$ cat config.mk
export PLATFORM = sky130hd
export DESIGN_NAME = fsc_device_flat
export DESIGN_NICKNAME = d
export VERILOG_FILES = /design/src/include/fsc_pkg.sv /design/src/include/fsc_link_if.sv /design/src/rtl/fsc_device.sv /design/src/rtl/fsc_sync.sv /design/src/flat_wrapper.sv
export SDC_FILE = /design/constraint.sdc
export NUM_CORES = 1
export LEC_CHECK = 0
export ABC_AREA = 1
export BUFFER_PORTS_ARGS = -buffer_cell sky130_fd_sc_hd__buf_2
export CORE_MARGIN = 2
export CORE_UTILIZATION = 30
export DETAILED_ROUTE_END_ITERATION = 16
export PLACE_DENSITY = 0.58
export SYNTH_ARGS = -nofsm -noshare
export SYNTH_HDL_FRONTEND = slang
export SYNTH_SLANG_ARGS = --single-unit
$ cat constraint.sdc
create_clock -name REF_CLK -period 1 [get_ports REF_CLK]
set_input_delay 0.15 -clock REF_CLK [delete_from_list [all_inputs] [get_ports REF_CLK]]
set_output_delay 0.15 -clock REF_CLK [all_outputs]
set_load 0.02 [all_outputs]
$ cat src/include/fsc_pkg.sv
// constants shared by both ends of the filter serial configuration port.
// assumes a 20 MHz REF_CLK on both ends and a host-made serial clock.
//
// Overview of operation
// - device samples serial_in on falling clock edges
// - shift while load low; latch on load rise
// - frame: 3 address bits, 5 data bits, MSB first
// - address 000 is control; bits 2,1 meaningful
// - host writes control bit 0 as zero
// - control bit 1 enables continuous calibration, default one
// - control bit 2 zero means power-down, default one
// - address 110 starts one calibration if not continuous
// - address 001 holds zero A index, default 0
// - address 010 holds zero B index, default 0
// - scaling top bits select divisor, default code 01
// - scaling low bits scale index, default 01100 total
// - host reads via address 111 with target address
// - readback shifts address plus data on falling edges
// - host captures readback bits at the end of each high phase
// - serial_out released until load rises after readback request
// - ninth falling edge releases serial_out again
// - power-down pin low forces standby
package fsc_pkg;
   localparam int FRAME_BITS = 8;
   localparam int ADDR_W = 3;
   localparam int DATA_W = 5;
   localparam logic [3:0] RB_RELEASE_EDGE = 4'h9;
   localparam logic [3:0] RB_LAST_BIT = 4'h8;

   // register addresses
   localparam logic [2:0] ADDR_CTRL = 3'h0;
   localparam logic [2:0] ADDR_ZERO_A = 3'h1;
   localparam logic [2:0] ADDR_ZERO_B = 3'h2;
   localparam logic [2:0] ADDR_SCALING = 3'h5;
   localparam logic [2:0] ADDR_CAL = 3'h6;
   localparam logic [2:0] ADDR_READBACK = 3'h7;

   // control field positions and power-up values
   localparam int CTRL_ZERO_BIT = 0;
   localparam int CTRL_CAL_BIT = 1;
   localparam int CTRL_RUN_BIT = 2;
   localparam logic [4:0] CTRL_RESET = 5'h06;
   localparam logic [4:0] CTRL_RB_MASK = 5'h06;
   localparam logic [4:0] ZERO_RESET = 5'h00;
   localparam logic [4:0] SCALING_RESET = 5'h0C;

   // serial clock made by the host
   localparam int REF_CLK_NS = 50;
   localparam int SCLK_PERIOD_NS = 400;
   localparam int SCLK_HALF_CYC = SCLK_PERIOD_NS / (2 * REF_CLK_NS);
   localparam logic [3:0] HALF_LAST = 4'(SCLK_HALF_CYC - 1);

   // host command port registers
   localparam logic [1:0] HREG_CMD = 2'h0;
   localparam logic [1:0] HREG_STATUS = 2'h1;
   localparam logic [1:0] HREG_RBDATA = 2'h2;
   localparam logic [1:0] HREG_PINS = 2'h3;
   localparam int STAT_BUSY_BIT = 0;
   localparam int STAT_RBV_BIT = 1;
endpackage : fsc_pkg

$ cat src/include/fsc_link_if.sv
// serial link between the host controller and the filter config port.
// assumes both ends sit on their own REF_CLK; serial_out is resolved here.
`timescale 1ns/1ns
interface fsc_link_if;
   logic sclk;
   logic serial_in;
   logic load_strobe;
   logic power_down_pin;
   logic serial_out_o;
   logic serial_out_oe_n;
   logic serial_out;

   // released line reads high, as a weak pull-up would leave it
   assign serial_out = serial_out_oe_n ? 1'b1 : serial_out_o;

   modport device (
      input sclk, serial_in, load_strobe, power_down_pin,
      output serial_out_o, serial_out_oe_n
   );
   modport host (
      output sclk, serial_in, load_strobe, power_down_pin,
      input serial_out
   );
endinterface : fsc_link_if

$ cat src/rtl/fsc_device.sv
// device end of the filter serial configuration port: shift, latch, readback.
// assumes sclk, serial_in, load_strobe and power_down_pin are asynchronous pins.
`timescale 1ns/1ns
module fsc_device
   import fsc_pkg::*;
(
   // clock and reset
   input wire logic REF_CLK,
   input wire logic RST_N,
   // serial link
   fsc_link_if.device LINK,
   // filter controls
   output logic CAL_CONT,
   output logic OPERATING,
   output logic STANDBY,
   output logic CAL_START,
   output logic [4:0] ZERO_A,
   output logic [4:0] ZERO_B,
   output logic [1:0] SCALE_DIV,
   output logic [2:0] SCALE_IDX
);
   typedef enum logic [0:0] {
      RB_IDLE = 1'b0,
      RB_SHIFT = 1'b1
   } fsc_rb_state_t;

   logic [3:0] pins_s;
   logic sclk_s;
   logic sdi_s;
   logic load_s;
   logic pdn_s;
   logic sclk_d_ff;
   logic load_d_ff;
   logic sclk_fall;
   logic load_rise;
   logic [FRAME_BITS-1:0] shift_ff;
   logic [ADDR_W-1:0] frame_addr;
   logic [DATA_W-1:0] frame_data;
   logic [4:0] ctrl_ff;
   logic [4:0] zero_a_ff;
   logic [4:0] zero_b_ff;
   logic [4:0] scaling_ff;
   logic [4:0] rb_word;
   fsc_rb_state_t rb_state_ff;
   fsc_rb_state_t nxt_rb_state;
   logic [FRAME_BITS-1:0] rb_shift_ff;
   logic [3:0] rb_cnt_ff;
   logic sdo_ff;
   logic sdo_oe_n_ff;

   // every pin passes two flops before use
   // idle levels: sclk low, serial_in low, load high, pin high
   fsc_sync #(
      .W(4),
      .RST_VAL(4'h3)
   ) u_sync (
      .clk(REF_CLK),
      .rst_n(RST_N),
      .d({LINK.sclk, LINK.serial_in, LINK.load_strobe, LINK.power_down_pin}),
      .q(pins_s)
   );

   assign sclk_s = pins_s[3];
   assign sdi_s = pins_s[2];
   assign load_s = pins_s[1];
   assign pdn_s = pins_s[0];

   // edge detection on the synchronised levels
   always_ff @(posedge REF_CLK) begin
      if (!RST_N) begin
         sclk_d_ff <= 1'b0;
         load_d_ff <= 1'b1;
      end else begin
         sclk_d_ff <= sclk_s;
         load_d_ff <= load_s;
      end
   end

   assign sclk_fall = sclk_d_ff && !sclk_s;
   assign load_rise = !load_d_ff && load_s;

   // input shifter; sdi shares sclk's latency so its setup is kept
   always_ff @(posedge REF_CLK) begin
      if (!RST_N) begin
         shift_ff <= '0;
      end else if (sclk_fall && !load_s) begin
         // oldest bits fall off the top, so extra leading bits are harmless
         shift_ff <= {shift_ff[FRAME_BITS-2:0], sdi_s};
      end
   end

   assign frame_addr = shift_ff[FRAME_BITS-1:DATA_W];
   assign frame_data = shift_ff[DATA_W-1:0];

   // control register; bit 0 kept at zero whatever the host sends
   always_ff @(posedge REF_CLK) begin
      if (!RST_N) begin
         ctrl_ff <= CTRL_RESET;
      end else if (load_rise && frame_addr == ADDR_CTRL) begin
         ctrl_ff <= '0;
         ctrl_ff[CTRL_CAL_BIT] <= frame_data[CTRL_CAL_BIT];
         ctrl_ff[CTRL_RUN_BIT] <= frame_data[CTRL_RUN_BIT];
         ctrl_ff[CTRL_ZERO_BIT] <= 1'b0;
      end
   end

   // slimmer zero indices; values above 20 are stored as sent
   always_ff @(posedge REF_CLK) begin
      if (!RST_N) begin
         zero_a_ff <= ZERO_RESET;
      end else if (load_rise && frame_addr == ADDR_ZERO_A) begin
         zero_a_ff <= frame_data;
      end
   end

   always_ff @(posedge REF_CLK) begin
      if (!RST_N) begin
         zero_b_ff <= ZERO_RESET;
      end else if (load_rise && frame_addr == ADDR_ZERO_B) begin
         zero_b_ff <= frame_data;
      end
   end

   // cutoff scaling: divisor code on top, scale index below
   always_ff @(posedge REF_CLK) begin
      if (!RST_N) begin
         scaling_ff <= SCALING_RESET;
      end else if (load_rise && frame_addr == ADDR_SCALING) begin
         scaling_ff <= frame_data;
      end
   end
   // addresses 011 and 100 match none of the decoders above

   // one-shot calibration, only when continuous calibration is off
   always_ff @(posedge REF_CLK) begin
      if (!RST_N) begin
         CAL_START <= 1'b0;
      end else begin
         CAL_START <= load_rise && frame_addr == ADDR_CAL
            && !ctrl_ff[CTRL_CAL_BIT];
      end
   end

   // readback word selection; unused bits read as zero
   always_comb begin
      unique case (frame_data[ADDR_W-1:0])
         ADDR_CTRL: rb_word = ctrl_ff & CTRL_RB_MASK;
         ADDR_ZERO_A: rb_word = zero_a_ff;
         ADDR_ZERO_B: rb_word = zero_b_ff;
         ADDR_SCALING: rb_word = scaling_ff;
         default: rb_word = '0;
      endcase
   end

   // readback sequencer
   always_comb begin
      nxt_rb_state = rb_state_ff;
      unique case (rb_state_ff)
         RB_IDLE: begin
            if (load_rise && frame_addr == ADDR_READBACK) begin
               nxt_rb_state = RB_SHIFT;
            end
         end
         RB_SHIFT: begin
            if (sclk_fall && rb_cnt_ff == RB_LAST_BIT) begin
               nxt_rb_state = RB_IDLE;
            end
         end
      endcase
   end

   always_ff @(posedge REF_CLK) begin
      if (!RST_N) begin
         rb_state_ff <= RB_IDLE;
      end else begin
         rb_state_ff <= nxt_rb_state;
      end
   end

   // falls 1..8 present bits 7..0; the ninth fall releases the line
   always_ff @(posedge REF_CLK) begin
      if (!RST_N) begin
         rb_shift_ff <= '0;
         rb_cnt_ff <= '0;
      end else if (rb_state_ff == RB_IDLE) begin
         rb_shift_ff <= {frame_data[ADDR_W-1:0], rb_word};
         rb_cnt_ff <= '0;
      end else if (sclk_fall) begin
         rb_shift_ff <= {rb_shift_ff[FRAME_BITS-2:0], 1'b0};
         rb_cnt_ff <= rb_cnt_ff + 4'h1;
      end
   end

   // serial_out driver; enable low while driving
   always_ff @(posedge REF_CLK) begin
      if (!RST_N) begin
         sdo_ff <= 1'b0;
         sdo_oe_n_ff <= 1'b1;
      end else if (rb_state_ff == RB_IDLE) begin
         sdo_ff <= 1'b0;
         sdo_oe_n_ff <= (nxt_rb_state == RB_IDLE);
      end else if (sclk_fall) begin
         if (rb_cnt_ff == RB_LAST_BIT) begin
            sdo_oe_n_ff <= 1'b1;
         end else begin
            sdo_ff <= rb_shift_ff[FRAME_BITS-1];
         end
      end
   end

   assign LINK.serial_out_o = sdo_ff;
   assign LINK.serial_out_oe_n = sdo_oe_n_ff;

   // filter-facing outputs, all registered
   always_ff @(posedge REF_CLK) begin
      if (!RST_N) begin
         CAL_CONT <= CTRL_RESET[CTRL_CAL_BIT];
         OPERATING <= 1'b0;
         STANDBY <= 1'b1;
         ZERO_A <= ZERO_RESET;
         ZERO_B <= ZERO_RESET;
         SCALE_DIV <= SCALING_RESET[4:3];
         SCALE_IDX <= SCALING_RESET[2:0];
      end else begin
         CAL_CONT <= ctrl_ff[CTRL_CAL_BIT];
         // a low pin overrides whatever the control register says
         OPERATING <= ctrl_ff[CTRL_RUN_BIT] && pdn_s;
         STANDBY <= !pdn_s || !ctrl_ff[CTRL_RUN_BIT];
         ZERO_A <= zero_a_ff;
         ZERO_B <= zero_b_ff;
         SCALE_DIV <= scaling_ff[4:3];
         SCALE_IDX <= scaling_ff[2:0];
      end
   end
endmodule : fsc_device

$ cat src/rtl/fsc_sync.sv
// two flip-flop synchroniser for pin inputs.
// assumes inputs are levels; edges are found on the output by the user.
`timescale 1ns/1ns
module fsc_sync #(
   parameter int W = 1,
   parameter logic [W-1:0] RST_VAL = '0
) (
   // clock and reset
   input wire logic clk,
   input wire logic rst_n,
   // pins
   input wire logic [W-1:0] d,
   output logic [W-1:0] q
);
   logic [W-1:0] meta_ff;

   always_ff @(posedge clk) begin
      if (!rst_n) begin
         // reset to the pins' idle levels so no false edge follows reset
         meta_ff <= RST_VAL;
         q <= RST_VAL;
      end else begin
         meta_ff <= d;
         q <= meta_ff;
      end
   end
endmodule : fsc_sync

$ cat src/flat_wrapper.sv
// flat-port wrapper written by rule: the top's interface ports become plain ports
module fsc_device_flat import fsc_pkg::*;
  (REF_CLK, RST_N, CAL_CONT, OPERATING, STANDBY, CAL_START, ZERO_A, ZERO_B, SCALE_DIV, SCALE_IDX, LINK_sclk, LINK_serial_in, LINK_load_strobe, LINK_power_down_pin, LINK_serial_out_o, LINK_serial_out_oe_n);
  fsc_link_if LINK_i ();
  input wire logic REF_CLK;
  input wire logic RST_N;
  output logic CAL_CONT;
  output logic OPERATING;
  output logic STANDBY;
  output logic CAL_START;
  output logic [4:0] ZERO_A;
  output logic [4:0] ZERO_B;
  output logic [1:0] SCALE_DIV;
  output logic [2:0] SCALE_IDX;
  input wire logic [$bits(LINK_i.sclk)-1:0] LINK_sclk;
  input wire logic [$bits(LINK_i.serial_in)-1:0] LINK_serial_in;
  input wire logic [$bits(LINK_i.load_strobe)-1:0] LINK_load_strobe;
  input wire logic [$bits(LINK_i.power_down_pin)-1:0] LINK_power_down_pin;
  output wire logic [$bits(LINK_i.serial_out_o)-1:0] LINK_serial_out_o;
  output wire logic [$bits(LINK_i.serial_out_oe_n)-1:0] LINK_serial_out_oe_n;
  assign LINK_i.sclk = LINK_sclk;
  assign LINK_i.serial_in = LINK_serial_in;
  assign LINK_i.load_strobe = LINK_load_strobe;
  assign LINK_i.power_down_pin = LINK_power_down_pin;
  assign LINK_serial_out_o = LINK_i.serial_out_o;
  assign LINK_serial_out_oe_n = LINK_i.serial_out_oe_n;
  fsc_device u_core (.REF_CLK(REF_CLK), .RST_N(RST_N), .LINK(LINK_i), .CAL_CONT(CAL_CONT), .OPERATING(OPERATING), .STANDBY(STANDBY), .CAL_START(CAL_START), .ZERO_A(ZERO_A), .ZERO_B(ZERO_B), .SCALE_DIV(SCALE_DIV), .SCALE_IDX(SCALE_IDX));
endmodule
==> metrics.csv <==
stage,metric,value,unit
run_status,status,"finished, violations left",
run_status,failing checks,setup timing,
yosys,Post-Synth Simple-Gate Area,0.186,
placement,Post-DP HPWL,3740,µm
cells_and_area,fill cell count,786,
setup_path,CP most frequent cell,nor2_4,
cts,clk slew on worst S/H paths,0.08,ns
yosys,Seq cells post-synth,69,
setup_path,Worst path max stage delay,0.34,ns
die,row count,33,
cells_and_area,"commonest non-fill, non-tap cell in the layout",dfxtp_1,
pwr,Clk pwr share,0.422,
yosys,cell count after synthesis,297,
die,Die ar.,0.00906,mm²
die,die height,95.2,µm
cells_and_area,multi-input gate area in the final layout,0.00116,mm²
sta,final setup fails,36,
setup_path,Critical Path AT,1.44,ns
route,Vias/cell,4.54,
grt,total gr overflow,0,
yosys,library cells used by synthesis,24,
grt,gr usage total,0.140,
sta,Slew headroom,0.758,
setup_path,Critical Path Start Type,flip-flop,
cts,CTS buffer count,9,
cells_and_area,nets,380,
sta,RSZ-0062 raised after global routing,yes,
route,wire per inst,12.3,µm
route,DR DRC count,0,
die,Core ar.,0.00813,mm²
placement,pre-CTS setup slack,-0.170,ns
cts,H-tree depth reported by CTS,3,
cts,CTS tree,yes,
die,IO Count,27,
sta,Worst Skew,0.00907,ns
placement,DP Area,0.00296,mm²
setup_path,WP data required,1.28,ns
setup_path,Worst path slowest cell,dfxtp_2,
route,first-pass detailed-route iteration total,4,
yosys,post-synthesis adder-cell area fraction,0.0100,
pwr,Lkg Pwr,0.00157,µW
sta,Fmax,0.864,GHz
pwr,power density cells,1430,mW/mm²
yosys,largest family of logic cells by synthesized area,simple AND/OR/NAND/NOR gates,
cts,Clock Sinks,69,
setup_path,crit end category,flip-flop,
yosys,mux cell area share after synthesis,0,
run,MaxCap Viol Count,0,
grt,largest net degree at the start of global routing,30,
route,routed wire length,5920,µm
sta,period utilization,1.16,
route,DRT iter0 DRCs,72,
cts,clock buffer depth,2,
yosys,Post-Syn Area,0.00249,mm²
pwr,internal power,4020,µW
sta,Tightest Pin Transition,0.362,ns
setup_path,worst path cell trace,inv_1 > nor2_4 > inv_2 > nor2_4 > buf_6 > o21ai_2 > a21oi_1,
die,Die W,95.2,µm
cells_and_area,design area,0.00364,mm²
cts,root buf cell,clkbuf_8,
sta,Slew Limit Fails,0,
die,Initial Utilization,0.307,
yosys,"Seq/Total Area, Yosys",0.554,
pwr,Comb power frac,0.042,
placement,PortBufs,26,
grt,number of global-route vias before repair,2048,
sta,Final WS setup,-0.158,ns
yosys,net count after synthesis,305,
grt,initial antenna violation count,0,
cells_and_area,"commonest non-fill, non-tap cells in the layout","dfxtp_1, buf_4, nand2_1",
pwr,Flop pwr share,0.536,
route,routed vias,2186,
route,antenna-violating nets left,0,
cells_and_area,register area,0.00140,mm²
cells_and_area,"Area growth, synth to finish",46.0,%
setup_path,Setup Crit Path Kind,flip-flop to flip-flop,
cts,Skew-Pair Late Insertion Delay,0.35,ns
yosys,Post-Syn Area per Cell,8.40,µm²
placement,GPL Wtd Cong,0.809,
yosys,Post-Synth XOR/XNOR Area,0.00351,
min_path,Hold Crit Class,primary input to flip-flop,
pwr,peak supply drop,0.678,mV
grt,global-route wire length before repair,9650,µm
yosys,post-synthesis compound-gate area fraction,0.159,
sta,final-report hold violation count,0,
pwr,P_sw,1200,µW
yosys,synth warn,0,
pwr,switching portion of total power,0.230,
cells_and_area,layout cells sized above 1,0.448,
sta,post-route minimum period,1.16,ns
setup_path,largest fanout on the critical path,6,
cells_and_area,diode count,0,
[area by class of cell]
class	instances	area share
Timing Repair Buffer	71	0.158
Inverter	43	0.0478
Sequential cell	69	0.385
Timing Repair inverter	1	0.00206
Clock inverter	6	0.0175
Tap cell	105	0.0361
Clock buffer	10	0.0350
Multi-Input combinational cell	177	0.319
[per-layer routing]
layer | track usage | up-vias | routed length [µm]
met2 | 0.219 | 50 | 2890
met4 | 0.0652 | 0 | 141
met5 | 0 | - | 0
met1 | 0.168 | 1008 | 2630
li1 | - | 1114 | -
met3 | 0.0561 | 14 | 254
[final timing paths]
kind	startpoint	endpoint	slack (ns)	depth (start not counted)
worst max register to register	u_core.shift_ff[7]$_SDFFE_PN0P_	u_core.scaling_ff[4]$_SDFFE_PN0P_	-0.16	7
worst max-delay path	u_core.shift_ff[7]$_SDFFE_PN0P_	u_core.scaling_ff[4]$_SDFFE_PN0P_	-0.16	7
worst min register to register	u_core.u_sync.q[0]$_SDFF_PN1_	u_core.STANDBY$_SDFF_PN1_	0.40	1
worst min-delay path	RST_N	u_core.scaling_ff[2]$_SDFFE_PN1P_	0.21	3
[state kept, by name, summed over array words and instances, names as in the netlist, 2 cells and up]
name and count:
u_core.rb_shift_ff 8, u_core.shift_ff 8, u_core.ZERO_A 5, u_core.ZERO_B 5, u_core.scaling_ff 5, u_core.zero_a_ff 5
u_core.zero_b_ff 5, u_core.rb_cnt_ff 4, u_core.u_sync.meta_ff 4, u_core.u_sync.q 4, u_core.SCALE_IDX 3, u_core.SCALE_DIV 2
u_core.ctrl_ff 2
[cell usage after synthesis]
cell type  instances  area share
a211oi_1           3      0.0090
a21oi_1           29       0.058
a21oi_2            2      0.0070
a31oi_1            1      0.0025
buf_2              3      0.0060
buf_4              1      0.0030
buf_6              1      0.0045
clkbuf_1           6      0.0090
dfxtp_1           69        0.55
ha_1               2       0.010
inv_1             38       0.057
inv_2              4      0.0060
inv_4              1      0.0025
nand2_1           48       0.072
nand2_2            1      0.0025
nand3_1           16       0.032
nand4_1            5       0.013
nor2_1            13       0.020
nor2_4             6       0.027
nor3_1             1      0.0020
o211ai_1           4       0.012
o21ai_0           35       0.070
or2_2              7       0.018
xnor2_1            1      0.0035
[critical path: cells and delay by family (launching register included)]
kind / cells / cell delay [ns]
DFF: 1 / 0.34
and+or+nand+nor: 2 / 0.32
buffers and inverters: 3 / 0.29
AOI/OAI and AO/OA: 2 / 0.15
[power groups by stage]
stage	clock, µW	combinational [µW]	sequential (µW)
floorplan	0	89.1	2870
global placement	0	155	2860
detailed placement	0	155	2860
CTS	2270	193	2800
global route	2410	240	2800
finish	2200	218	2800
[kinds of logic (layout without fill, tap and decap cells)]
| group | count (synthesis) | count (layout) |
|---|---|---|
| xor+xnor | 1 | 1 |
| flops | 69 | 69 |
| compound gates | 74 | 74 |
| buf+inv | 54 | 131 |
| simple gates | 97 | 100 |
| fa+ha+maj | 2 | 2 |
[metrics by stage]
| stage | util | std cells | total power (µW) | hold slack [ns] | TNS, ns |
|---|---|---|---|---|---|
| after global routing | 0.448 | 482 | 5460 | 0.207 | -6.23 |
| after floorplan | - | 297 | 2960 | 0.248 | -0.0447 |
| final | 0.448 | 482 | 5220 | 0.210 | -3.13 |
| after CTS | 0.421 | 477 | 5270 | 0.171 | -2.60 |
| after detailed placement | 0.364 | 448 | 3020 | 0.338 | -3.37 |
| after global placement | 0.364 | 448 | 3010 | 0.331 | -2.76 |
[repair_timing]
action                                 in CTS  in global routing
endpoints found under the hold margin       4                  0
resized for setup                          64                 56
setup endpoints to repair                  40                 58
hold buffers                                4                  0
pin swaps                                  15                 16
setup buffers                               7                  5
cloned                                      4                  0
No activity file was read; power rests on OpenSTA's default activity.
